$ cat src/core/sensor_host_pkg.sv
// constants and types shared by the sensor serial host controller
`default_nettype none

package sensor_host_pkg;

  // system clock and the fastest link rates the sensor accepts
  localparam int CLK_KHZ     = 100000;
  localparam int I2C_MAX_KHZ = 400;
  localparam int SPI_MAX_KHZ = 10000;
  localparam int QUARTERS    = 4;

  // quarter bit period in clock cycles, rounded up so the rate never exceeds
  localparam int I2C_QTR =
    (CLK_KHZ + I2C_MAX_KHZ * QUARTERS - 1) / (I2C_MAX_KHZ * QUARTERS);
  localparam int SPI_QTR =
    (CLK_KHZ + SPI_MAX_KHZ * QUARTERS - 1) / (SPI_MAX_KHZ * QUARTERS);
  localparam int QTR_W = 8;

  // upper six bits of the two-wire slave address, low bit is the strap
  localparam logic [5:0] DEV_ADDR_HI = 6'h34;
  localparam logic       RW_WRITE    = 1'b0;
  localparam logic       RW_READ     = 1'b1;

  // bit slots within one byte
  localparam logic [3:0] LAST_BIT = 4'h7;
  localparam logic [3:0] ACK_SLOT = 4'h8;

  // quarter steps of every bit
  localparam logic [1:0] Q_SETUP  = 2'h0;
  localparam logic [1:0] Q_RISE   = 2'h1;
  localparam logic [1:0] Q_SAMPLE = 2'h2;
  localparam logic [1:0] Q_FALL   = 2'h3;

  typedef enum logic [1:0] {ST_IDLE, ST_START, ST_BIT, ST_STOP} state_t;
  typedef enum logic [1:0] {PH_ADDR, PH_INDEX, PH_RADDR, PH_DATA} phase_t;

endpackage

`default_nettype wire

$ cat src/core/pin_sync.sv
// two-flop synchroniser for pins driven by the sensor
`default_nettype none

module pin_sync #(
  parameter int WIDTH = 3
) (
  // clock and reset
  input  wire logic             clock_in,
  input  wire logic             rst_in,
  // raw pins and their synchronised copies
  input  wire logic [WIDTH-1:0] pins_in,
  output logic      [WIDTH-1:0] pins_out
);

  typedef struct packed {
    logic [WIDTH-1:0] meta;
    logic [WIDTH-1:0] sync;
  } sync_t;

  sync_t r_q;
  sync_t r_d;

  // first stage feeds only the second stage
  always_comb begin
    r_d      = r_q;
    r_d.meta = pins_in;
    r_d.sync = r_q.meta;
  end

  always_ff @(posedge clock_in or posedge rst_in) begin
    if (rst_in) begin
      r_q <= '{default: '1};
    end else begin
      r_q <= r_d;
    end
  end

  assign pins_out = r_q.sync;

endmodule // pin_sync

`default_nettype wire

$ cat src/core/clk_divider.sv
// quarter-bit tick generator that paces the link clock
`default_nettype none

module clk_divider #(
  parameter int SLOW_QTR = sensor_host_pkg::I2C_QTR,
  parameter int FAST_QTR = sensor_host_pkg::SPI_QTR
) (
  // clock and reset
  input  wire logic clock_in,
  input  wire logic rst_in,
  // rate select and tick
  input  wire logic fast_in,
  output logic      tick_out
);

  localparam int W = sensor_host_pkg::QTR_W;
  localparam logic [W-1:0] SLOW_LAST = W'(SLOW_QTR - 1);
  localparam logic [W-1:0] FAST_LAST = W'(FAST_QTR - 1);

  typedef struct packed {
    logic [W-1:0] cnt;
    logic         tick;
  } div_t;

  div_t r_q;
  div_t r_d;

  // one tick every quarter period of the selected rate
  always_comb begin
    r_d      = r_q;
    r_d.tick = 1'b0;
    if (r_q.cnt >= (fast_in ? FAST_LAST : SLOW_LAST)) begin
      r_d.cnt  = '0;
      r_d.tick = 1'b1;
    end else begin
      r_d.cnt = r_q.cnt + W'(1);
    end
  end

  always_ff @(posedge clock_in or posedge rst_in) begin
    if (rst_in) begin
      r_q <= '0;
    end else begin
      r_q <= r_d;
    end
  end

  assign tick_out = r_q.tick;

endmodule // clk_divider

`default_nettype wire

$ cat src/core/sensor_host.sv
// host controller that reads and writes sensor registers over i2c or spi
//
// How it works
// - two-wire clock never above 400 kHz
// - start: data falls while clock high
// - stop: data rises while clock high
// - repeated start keeps bus, new address
// - eight bit bytes, each acknowledged, any count; host moves 1 to 256 data bytes per request
// - ack is data low through ninth clock
// - first byte is address plus direction bit
// - data changes only while clock low
// - write: address, index, data, acks, stop
// - read: address, index, repeated start, read address
// - host acks bytes, nacks last, then stops
// - select low for the whole spi transaction
// - spi bytes go most significant bit first
// - sample on rising, change on falling edge
// - spi clock never above 10 MHz
// - spi: direction bit, 7-bit index, data
// - two-wire disable bit guards spi use
`default_nettype none

module sensor_host (
  // clock and reset
  input  wire logic       clock_in,
  input  wire logic       rst_in,
  // request
  input  wire logic       req_in,
  input  wire logic       spi_mode_in,
  input  wire logic       read_in,
  input  wire logic [6:0] index_in,
  input  wire logic [7:0] len_in,
  input  wire logic       addr_lsb_select_pin_in,
  input  wire logic       two_wire_port_disable_in,
  // write data
  input  wire logic [7:0] wr_data_in,
  output logic            wr_take_out,
  // answer
  output logic [7:0]      rd_data_out,
  output logic            rd_valid_out,
  output logic            busy_out,
  output logic            done_out,
  output logic            nack_out,
  output logic            refused_out,
  // shared clock line: scl or sclk
  input  wire logic       clk_line_in,
  output logic            clk_line_out,
  output logic            clk_line_oe_out,
  // shared data line: sda or mosi
  input  wire logic       data_line_in,
  output logic            data_line_out,
  output logic            data_line_oe_out,
  // spi only pins
  input  wire logic       spi_miso_in,
  output logic            device_select_low_out
);

  typedef struct packed {
    sensor_host_pkg::state_t st;
    sensor_host_pkg::phase_t ph;
    logic [1:0]              qtr;
    logic [3:0]              bit_n;
    logic [7:0]              sh;
    logic [7:0]              left;
    logic [6:0]              idx;
    logic                    spi;
    logic                    rd;
    logic                    lsb;
    logic                    rx;
    logic                    clk_oe;
    logic                    clk_val;
    logic                    dat_oe;
    logic                    dat_val;
    logic                    cs_n;
    logic                    take;
    logic [7:0]              rdata;
    logic                    rvalid;
    logic                    done;
    logic                    nack;
    logic                    refused;
    logic                    busy;
  } host_t;

  host_t r;
  host_t n;

  logic [2:0] pins_s;
  logic       tick;
  logic       scl_ok;
  logic       tx_phase;
  logic [7:0] shifted;
  logic       i2c_bit;

  // two-wire address byte with the direction bit appended
  function automatic logic [7:0] addr_byte(input logic lsb, input logic rw);
    addr_byte = {sensor_host_pkg::DEV_ADDR_HI, lsb, rw};
  endfunction

  // pins from the sensor cross into our clock domain first
  pin_sync #(
    .WIDTH(3)
  ) u_sync (
    .clock_in(clock_in),
    .rst_in  (rst_in),
    .pins_in ({clk_line_in, data_line_in, spi_miso_in}),
    .pins_out(pins_s)
  );

  // link clock is derived here, never taken from the far side
  clk_divider #(
    .SLOW_QTR(sensor_host_pkg::I2C_QTR),
    .FAST_QTR(sensor_host_pkg::SPI_QTR)
  ) u_div (
    .clock_in(clock_in),
    .rst_in  (rst_in),
    .fast_in (r.spi),
    .tick_out(tick)
  );

  // a stretched scl holds the sample quarter; spi has no stretching
  assign scl_ok   = r.spi | pins_s[2];
  assign tx_phase = !(r.rd && r.ph == sensor_host_pkg::PH_DATA);
  assign shifted  = {r.sh[6:0], r.rx};
  assign i2c_bit  = (r.st == sensor_host_pkg::ST_BIT) && !r.spi;

  // controller state machine, one quarter bit per tick
  always_comb begin
    n         = r;
    n.take    = 1'b0;
    n.rvalid  = 1'b0;
    n.done    = 1'b0;
    n.refused = 1'b0;
    if (tick && r.st != sensor_host_pkg::ST_IDLE &&
        !(r.qtr == sensor_host_pkg::Q_SAMPLE && !scl_ok)) begin
      n.qtr = r.qtr + 2'h1;
    end
    case (r.st)
      sensor_host_pkg::ST_IDLE: begin
        if (req_in) begin
          if (!spi_mode_in && two_wire_port_disable_in) begin
            n.refused = 1'b1;
          end else begin
            n.st    = sensor_host_pkg::ST_START;
            n.spi   = spi_mode_in;
            n.rd    = read_in;
            n.left  = len_in;
            n.lsb   = addr_lsb_select_pin_in;
            n.idx   = index_in;
            n.qtr   = sensor_host_pkg::Q_SETUP;
            n.nack  = 1'b0;
            n.busy  = 1'b1;
            n.ph    = spi_mode_in ? sensor_host_pkg::PH_INDEX
                                  : sensor_host_pkg::PH_ADDR;
            n.sh    = spi_mode_in ? {read_in, index_in}
                                  : addr_byte(addr_lsb_select_pin_in,
                                              sensor_host_pkg::RW_WRITE);
          end
        end
      end
      sensor_host_pkg::ST_START: begin
        if (tick) begin
          if (r.spi) begin
            if (r.qtr == sensor_host_pkg::Q_SETUP) begin
              n.clk_oe  = 1'b1;
              n.clk_val = 1'b0;
              n.dat_oe  = 1'b1;
              n.dat_val = 1'b0;
              n.cs_n    = 1'b0;
            end
          end else begin
            case (r.qtr)
              sensor_host_pkg::Q_SETUP:  n.dat_oe = 1'b0;
              sensor_host_pkg::Q_RISE:   n.clk_oe = 1'b0;
              sensor_host_pkg::Q_SAMPLE: n.dat_oe = scl_ok;
              default:                   n.clk_oe = 1'b1;
            endcase
          end
          if (r.qtr == sensor_host_pkg::Q_FALL) begin
            n.st    = sensor_host_pkg::ST_BIT;
            n.bit_n = '0;
          end
        end
      end
      sensor_host_pkg::ST_BIT: begin
        if (tick) begin
          case (r.qtr)
            // data moves only here, while the clock is low
            sensor_host_pkg::Q_SETUP: begin
              if (r.spi) begin
                n.dat_val = tx_phase & r.sh[7];
              end else if (r.bit_n == sensor_host_pkg::ACK_SLOT) begin
                n.dat_oe = !tx_phase && (r.left != 8'h00);
              end else begin
                n.dat_oe = tx_phase && !r.sh[7];
              end
            end
            sensor_host_pkg::Q_RISE: begin
              n.clk_oe  = r.spi;
              n.clk_val = r.spi;
            end
            sensor_host_pkg::Q_SAMPLE: begin
              if (scl_ok) begin
                n.rx = r.spi ? pins_s[0] : pins_s[1];
              end
            end
            default: begin
              n.clk_oe  = 1'b1;
              n.clk_val = 1'b0;
              if (r.bit_n <= sensor_host_pkg::LAST_BIT) begin
                n.sh = shifted;
              end
              if (r.bit_n != (r.spi ? sensor_host_pkg::LAST_BIT
                                    : sensor_host_pkg::ACK_SLOT)) begin
                n.bit_n = r.bit_n + 4'h1;
              end else begin
                n.bit_n = '0;
                if (!r.spi && tx_phase && r.rx) begin
                  n.nack = 1'b1; // sensor did not ack, end it
                  n.st   = sensor_host_pkg::ST_STOP;
                end else begin
                  case (r.ph)
                    sensor_host_pkg::PH_ADDR: begin
                      n.ph = sensor_host_pkg::PH_INDEX;
                      n.sh = {1'b0, r.idx};
                    end
                    sensor_host_pkg::PH_INDEX: begin
                      if (r.rd && !r.spi) begin
                        n.st = sensor_host_pkg::ST_START;
                        n.ph = sensor_host_pkg::PH_RADDR;
                        n.sh = addr_byte(r.lsb, sensor_host_pkg::RW_READ);
                      end else if (r.rd) begin
                        n.ph = sensor_host_pkg::PH_DATA;
                        n.sh = '0;
                      end else begin
                        n.ph   = sensor_host_pkg::PH_DATA;
                        n.sh   = wr_data_in;
                        n.take = 1'b1;
                      end
                    end
                    sensor_host_pkg::PH_RADDR: begin
                      n.ph = sensor_host_pkg::PH_DATA;
                      n.sh = '0;
                    end
                    default: begin
                      if (r.rd) begin
                        n.rdata  = r.spi ? shifted : r.sh;
                        n.rvalid = 1'b1;
                      end
                      if (r.left == 8'h00) begin
                        n.st = sensor_host_pkg::ST_STOP;
                      end else begin
                        // sensor bumps its index per byte
                        n.left = r.left - 8'h01;
                        n.sh   = r.rd ? 8'h00 : wr_data_in;
                        n.take = !r.rd;
                      end
                    end
                  endcase
                end
              end
            end
          endcase
        end
      end
      sensor_host_pkg::ST_STOP: begin
        if (tick) begin
          case (r.qtr)
            sensor_host_pkg::Q_SETUP: begin
              n.clk_oe  = 1'b1;
              n.clk_val = 1'b0;
              n.dat_oe  = 1'b1;
              n.dat_val = 1'b0;
            end
            sensor_host_pkg::Q_RISE:   n.clk_oe = r.spi;
            sensor_host_pkg::Q_SAMPLE: n.dat_oe = r.spi || !scl_ok;
            default: begin
              n.cs_n   = 1'b1;
              n.clk_oe = 1'b0;
              n.dat_oe = 1'b0;
              n.st     = sensor_host_pkg::ST_IDLE;
              n.done   = 1'b1;
              n.busy   = 1'b0;
            end
          endcase
        end
      end
      default: n.st = sensor_host_pkg::ST_IDLE;
    endcase
  end

  // async reset loads constants only; select idles high
  always_ff @(posedge clock_in or posedge rst_in) begin
    if (rst_in) begin
      r      <= '0;
      r.st   <= sensor_host_pkg::ST_IDLE;
      r.ph   <= sensor_host_pkg::PH_ADDR;
      r.cs_n <= 1'b1;
    end else begin
      r <= n;
    end
  end

  // open-drain on i2c: value is low, enable pulls; spi drives both ways
  assign clk_line_out          = r.clk_val;
  assign clk_line_oe_out       = r.clk_oe;
  assign data_line_out         = r.dat_val;
  assign data_line_oe_out      = r.dat_oe;
  assign device_select_low_out = r.cs_n;
  assign wr_take_out           = r.take;
  assign rd_data_out           = r.rdata;
  assign rd_valid_out          = r.rvalid;
  assign busy_out              = r.busy;
  assign done_out              = r.done;
  assign nack_out              = r.nack;
  assign refused_out           = r.refused;
endmodule // sensor_host

`default_nettype wire

$ cat config.mk
export PLATFORM = sky130hd
export DESIGN_NAME = sensor_host
export DESIGN_NICKNAME = d
export VERILOG_FILES = /design/src/core/sensor_host_pkg.sv /design/src/core/pin_sync.sv /design/src/core/clk_divider.sv /design/src/core/sensor_host.sv
export SDC_FILE = /design/constraint.sdc
export NUM_CORES = 1
export LEC_CHECK = 0
export ABC_AREA = 1
export BUFFER_PORTS_ARGS = -buffer_cell sky130_fd_sc_hd__buf_2
export CORE_MARGIN = 2
export CORE_UTILIZATION = 55
export CTS_CLUSTER_SIZE = 16
export DETAILED_ROUTE_END_ITERATION = 12
export PLACE_DENSITY = 0.78
export SETUP_SLACK_MARGIN = 0.3
export SLEW_MARGIN = 20
export SYNTH_ARGS = -nofsm -noshare
export SYNTH_HDL_FRONTEND = slang
export SYNTH_SLANG_ARGS = --single-unit
$ cat constraint.sdc
create_clock -name clock_in -period 3.2 [get_ports clock_in]
set_clock_uncertainty 0.15 [all_clocks]
set_input_delay 0.32 -clock clock_in [delete_from_list [all_inputs] [get_ports clock_in]]
set_output_delay 0.32 -clock clock_in [all_outputs]
set_load 0.03 [all_outputs]
## Word level (Yosys, flattened, before mapping)

Index checks and enable logic that the tools add are counted.

- $add $sub $neg: 4
- Magnitude comparators: 2
- Equality and inequality tests: 40
- Multiplexer cells: 93
- Bitwise gates (word level): 7
- Reductions and logical operators: 48

Operator list:

| cell | number |
|---|---|
| $mux 8 | 7 |
| $mux 26 | 2 |
| $mux 10 | 5 |
| $mux 16 | 3 |
| $mux 20 | 2 |
| $ne 2x2->1 const B | 17 |
| $mux 4 | 8 |
| $pmux 16 s2 | 1 |
| $mux 1 | 28 |
| $reduce_and 9->1 | 3 |
| $mux 2 | 12 |
| $pmux 8 s3 | 1 |
| $reduce_and 8->1 | 3 |
| $mux 6 | 3 |
| $mux 9 | 2 |
| $mux 5 | 3 |
| $reduce_and 5->1 | 3 |
| $reduce_and 7->1 | 2 |
| $eq 2x2->1 const B | 6 |
| $pmux 1 s2 | 6 |
| $pmux 2 s2 | 3 |
| $pmux 4 s3 | 1 |
| $reduce_and 12->1 | 1 |
| $logic_and 1x1->1 | 10 |
| other kinds (34) | 62 |

- Bits in registers: 71
- Bits of input ports: 33
- Output and inout bits: 19

## Logic depth before layout (Yosys ltp)

- Depth in word-level cells: 10
- Gate-level depth with buffers: 11

## By module

From an unflattened synthesis, not the netlist that was laid out.

- Cells, all modules: 591
- Area total of the unflattened synthesis: 4514.3 um2

By module, submodules not included:

| module | times used | cells an instance | area an instance (um2) |
|---|---|---|---|
| sensor_host | 1 | 527 | 3824.9 |
| clk_divider | 1 | 57 | 528.0 |
| pin_sync | 1 | 7 | 161.4 |

## Worst setup path after synthesis

Ideal clock, no wire load.

- Path type: register -> register
- From: reg r[52] (netlist bit)
- To: reg r[30] (netlist bit)
- Data arrival time: 1494 ps
- Required time: 2928 ps
- Slack: 1434 ps
- Cell stages (with the launch flop): 11
- Path buffers: 1
- Period minus slack after synthesis: 1766 ps
- Cell sequence: dfrtp_1 > ha_1 > nand2_1 > nand3_1 > inv_1 > nand2_2 > nand3_2 > nor2_2 > buf_4 > nand2_1 > o21ai_1

- Cells in the longest elaborated chain, start to end: 7
- Elaborated cells between the ends (all ways): 12
- Classes of those cells: eq/ne: 5; reduce/logical: 7

RTL lines:

| element | line | RTL |
|---|---|---|
| from (decl) | sensor_host.sv:84 | `host_t r;` |
| from (signal assigned) | sensor_host.sv:299 | `r <= n;` |
| $eq 2x2->1 | sensor_host.sv:122 | `assign tx_phase = !(r.rd && r.ph == sensor_host_pkg::PH_DATA);` |
| $logic_and 1x1->1 | sensor_host.sv:122 |  |
| $logic_not 1->1 | sensor_host.sv:122 |  |
| $logic_and 1x1->1 (2 in series) | sensor_host.sv:217 | `if (!r.spi && tx_phase && r.rx) begin` |
| $ne 2x2->1 (no line) | n/a |  |
| $reduce_and 9->1 (no line) (*) | n/a |  |

Mark *: on every way between the ends. The rest lies on a longest branch, timed or not.
A chain may end at the register's enable or synchronous reset.

## Worst setup path in the final report

- From: reg r[22] (netlist bit)
- To: reg r[32] (netlist bit)

- Cells in the longest elaborated chain, start to end: 5
- Elaborated cells between the ends (all ways): 8
- Classes of those cells: eq/ne: 3; mux: 1; reduce/logical: 4

RTL lines:

| element |
|---|
| parallel branches: the longest is 4 deep, another holds $mux 4 |
| $reduce_and 9->1 (no line) (*) |

Every way passes the cells marked *.

==> summary.md <==
In this run, the combinational gates consume 48.0% of the power. The final number of hold-violating endpoints was 0; the multiplexer area fraction after synthesis was 0.455%. The tools report the CTS H-tree depth as 3. By area the synthesized netlist is led by sky130_fd_sc_hd__dfrtp_1 36%, sky130_fd_sc_hd__nand2_1 17%, sky130_fd_sc_hd__o21ai_0 6.3%, sky130_fd_sc_hd__ha_1 5.1%, sky130_fd_sc_hd__nor2_1 5.0%.

Summing the areas of all compound-gate instances in the mapped netlist gives 12.1% of the synthesized area. Buffers inserted during clock tree synthesis total 9. Based on the critical path, the design can be clocked at up to 434 MHz. The number of placement rows is 32. The post-synthesis instance total came out at 613.

The number of cells on the worst reg-to-reg path is 8. The tree built by TritonCTS fans out to 71 sinks. Yosys instantiated no cell more often than sky130_fd_sc_hd__nand2_1. The tool flagged a number of max-cap violations equal to 0. Using the TritonRoute via totals, the vias-per-cell ratio works out to 5.47.

After the first detailed-routing iteration, the DRC count stood at 315. The analysis attributes to net switching a power of 1940 uW. VDD sags by at most 0.502 mV. For the initial antenna violation count, the log shows 0. After the last flow step, the layout net total stands at 711.

Library cell used as clock root buffer: sky130_fd_sc_hd__clkbuf_8. Power spread over the standard cell area amounts to 838 mW/mm2. For this run, the register share of the synthesized area comes to 40.6%. Measured on the finished design, the core utilization comes to 63.5%. Across all layers, the routed design uses 4192 vias. The height of the die was 93.4 um; the synthesized-area fraction occupied by adder cells was 5.12%.

Once detailed placement completed, the half-perimeter wirelength came to 8340 um. Dividing the detail-routed wire length by the instance count gives 14.5 um. For the pin with the worst max-slew slack, the measured transition is 0.882 ns. In this run the tightest slew margin relative to its limit is 41.1%.

Gates resized during post-CTS repair numbered 0. The setup check on the worst reg-to-reg path leaves a slack of 0.89 ns. The tools report the required time of the critical path as 3.33 ns. For the worst setup path, the data arrival time is 2.43 ns. The synthesized netlist occupies a cell area of 0.00440 mm2. The die is 93.4 um wide. The worst hold path class was in2async. Yosys printed 0 warnings. In this run the critical register-to-register path is captured at r[32].

The worst path uses 72.1% of the clock period. Timing analysis after detailed placement gives a worst setup slack of 0.954 ns. For this configuration, the core starts out at a cell density of 56.9%. For the maximum buffer depth of the clock tree, the log shows 2. The total instance count after detailed placement was 748; the accumulated negative setup slack was 0 ns. Startpoint kind of the worst setup timing path: a flop. The later pin in the worst-skew pair is clocked with a latency of 0.35 ns. Setup repair after global routing left no endpoint under its margin. The post-synthesis area per instance was 7.17 um2; the shortest period the worst path allows was 2.31 ns. Routability-driven placement finished with a final weighted congestion of 0.915.

The finished layout holds 767 standard cells, fillers aside. TritonCTS built the clock tree. The die outline area is 0.00872 mm2. The first global-routing pass estimated 18500 um of wire. For the final worst setup slack, the log shows 0.894 ns. The worst-path maximum fanout was 17. 52 I/O pins were placed. Final-layout fill cell count: 687. The completed layout was analyzed and its total power is 4110 uW. In the synthesized netlist, the cells that appear most often are 195 x sky130_fd_sc_hd__nand2_1, 64 x sky130_fd_sc_hd__dfrtp_1, 59 x sky130_fd_sc_hd__nor2_1, 56 x sky130_fd_sc_hd__inv_1, 55 x sky130_fd_sc_hd__o21ai_0. Global routing used 27.1% of the available tracks. In this run the static leakage power is 0.00263 uW. Most used flip-flop cell after synthesis: sky130_fd_sc_hd__dfrtp_1.

Per report_power, the clock group accounts for 18.0% of the total. The async set-reset flop share out of synthesis was 100%. The total overflow left after global routing is 0.

Compared with the post-synthesis result, the final layout area differs by 11.7%. The region available for standard cell placement spans 0.00773 mm2. The xor and xnor fraction of the mapped netlist area came out at 1.39%. The residual antenna-violating net count after detailed routing was 0. The diode insertion count for antenna repair was 0; the share of Yosys cell area claimed by the top area cell type was 36.4%. The type of the setup path with the least slack is reg2reg. In this run the worst setup path begins at r[22]. The synthesized design contains 0 enable-type register cells. In the routed design, unresolved DRC markers number 0.

Of the total synthesized cell area, the portion taken by AND, OR, NAND and NOR gates is 31.3%. The clock slew at the register clock pins of the worst setup and hold paths came out at 0.08 ns. By area, the combinational part of the netlist is dominated by simple AND/OR/NAND/NOR gates. The switching part of the total power is 47.1%. The flip-flop and latch count after synthesis was 71; the sequential fraction of design power was 34.0%. Setup violations remaining at the end of the flow were counted as 0.

The worst reg2reg path startpoint was r[22]. The worst setup path is captured at a flop. Count of final max-slew check failures: 0.

Cell taking the most area after synthesis: sky130_fd_sc_hd__dfrtp_1. The internal portion of total power came out at 2180 uW. The tools report the endpoint of the most critical setup path as r[32]. For the total nets after synthesis, the log shows 664. The number of buffers added on ports is 51.

The share of cells above drive strength 1 works out to 15.6%. For the count of distinct cell types in the synthesized netlist, the log shows 43. For this block, the routed nets add up to 11100 um of wire.

The via count of the first global-routing pass is 3867, and the number of optimization iterations in the first detailed-route pass is 5. The flow ran to the end, and the final reports show no timing, DRC or antenna violations. Entering global routing, the biggest net connects 45 pins.
## state kept, by name (all words and copies together) (netlist names)
signal and count:
busy_out 1, clk_line_oe_out 1, clk_line_out 1, data_line_oe_out 1, data_line_out 1, device_select_low_out 1
done_out 1, nack_out 1, r 37, rd_data_out 8, rd_valid_out 1, refused_out 1
u_div.r_q 8, u_div.tick_out 1, u_sync.pins_out 3, u_sync.r_d 3, wr_take_out 1
## power groups by stage
stage	registers, uW	clock network, uW	logic (uW)
detailed placement	1400	0	1940
global route	1430	798	2250
finish	1400	742	1970
floorplan	1400	0	1450
CTS	1390	754	1960
global placement	1390	0	1890
## per-layer routing
layer  vias to the layer above  wire length (um)  global-route usage (%)
met3                        19               714                    5.16
met5                         -                 0                       0
met1                      1953              4980                    36.6
met4                         0               182                    7.60
met2                       169              5260                    44.5
li1                       2051                 -                       -
## worst min path at each step
stage               depth (start not counted)                    from            endpoint  slack [ns]
finish                                      2                  rst_in        rd_valid_out       0.004
global route                                3             index_in[5]               r[28]        0.05
CTS                                         3  addr_lsb_select_pin_in               r[20]        0.02
detailed placement                          0           u_sync.r_d[0]  u_sync.pins_out[0]        0.20
global placement                            0           u_sync.r_d[2]  u_sync.pins_out[2]        0.20
floorplan                                   0             spi_miso_in       u_sync.r_d[0]        0.17
## kinds of logic (layout without fill, tap and decap cells)
kind of cell	Yosys count	count (layout)
AND/OR/NAND/NOR	323	323
AO/OA/AOI/OAI	102	102
buffers and inverters	89	141
other	1	1
adder cells (fa/ha/maj)	18	18
XOR/XNOR	7	7
multiplexers	2	2
flip-flops	71	71
## worst max-delay path, stage by stage, from the launching register on
cell	delay (ns)
sky130_fd_sc_hd__dfrtp_1	0.68
sky130_fd_sc_hd__inv_2	0.23
sky130_fd_sc_hd__nor2_1	0.13
sky130_fd_sc_hd__nand2_1	0.10
sky130_fd_sc_hd__nand3_2	0.13
sky130_fd_sc_hd__nand4_2	0.18
sky130_fd_sc_hd__nor2_2	0.42
sky130_fd_sc_hd__nand2_1	0.10
sky130_fd_sc_hd__o21ai_1	0.10
## layout by cell type (no fill, tap or decap), types with 3 or more instances in the layout
master / Yosys / layout
sky130_fd_sc_hd__nand2_2: 3 / 3
sky130_fd_sc_hd__nor2_1: 59 / 59
sky130_fd_sc_hd__o21ai_1: 5 / 5
sky130_fd_sc_hd__a21oi_1: 33 / 33
sky130_fd_sc_hd__nand4_1: 6 / 6
sky130_fd_sc_hd__dlygate4sd3_1: 0 / 3
sky130_fd_sc_hd__xor2_1: 7 / 7
sky130_fd_sc_hd__inv_2: 8 / 9
sky130_fd_sc_hd__nor3_1: 7 / 7
sky130_fd_sc_hd__dfstp_2: 7 / 7
sky130_fd_sc_hd__nand3b_1: 3 / 3
sky130_fd_sc_hd__o21ai_0: 55 / 55
sky130_fd_sc_hd__buf_2: 5 / 51
sky130_fd_sc_hd__clkbuf_8: 0 / 10
sky130_fd_sc_hd__ha_1: 18 / 18
sky130_fd_sc_hd__buf_4: 9 / 5
sky130_fd_sc_hd__nand2_1: 195 / 195
sky130_fd_sc_hd__nor2_2: 3 / 3
sky130_fd_sc_hd__dfrtp_1: 64 / 64
sky130_fd_sc_hd__nand3_1: 33 / 33
sky130_fd_sc_hd__inv_1: 56 / 55
## timing repair
item,CTS,global route
hold endpoints to repair,3,0
hold buffers,3,0
setup buffers,0,0
## stage by stage
stage | hold WS, ns | instance area, um2
2_1_floorplan | 0.174 | 4400
4_1_cts | 0.0230 | 4910
5_1_grt | 0.0469 | 4910
3_5_place_dp | 0.198 | 4670
3_3_place_gp | 0.195 | 4670
6_report | 0.00400 | 4910
## cell type report
| class | count | area, um2 | area share [%] |
|---|---|---|---|
| flip-flops and latches | 71 | 1790 | 36.4 |
| clock inverters | 6 | 66.3 | 1.35 |
| inverters | 66 | 250 | 5.10 |
| clock buffers | 10 | 138 | 2.80 |
| well taps | 102 | 128 | 2.60 |
| repair buffers | 59 | 323 | 6.58 |
| multi-input cells | 453 | 2220 | 45.2 |
(Power assumes the default switching activity.)
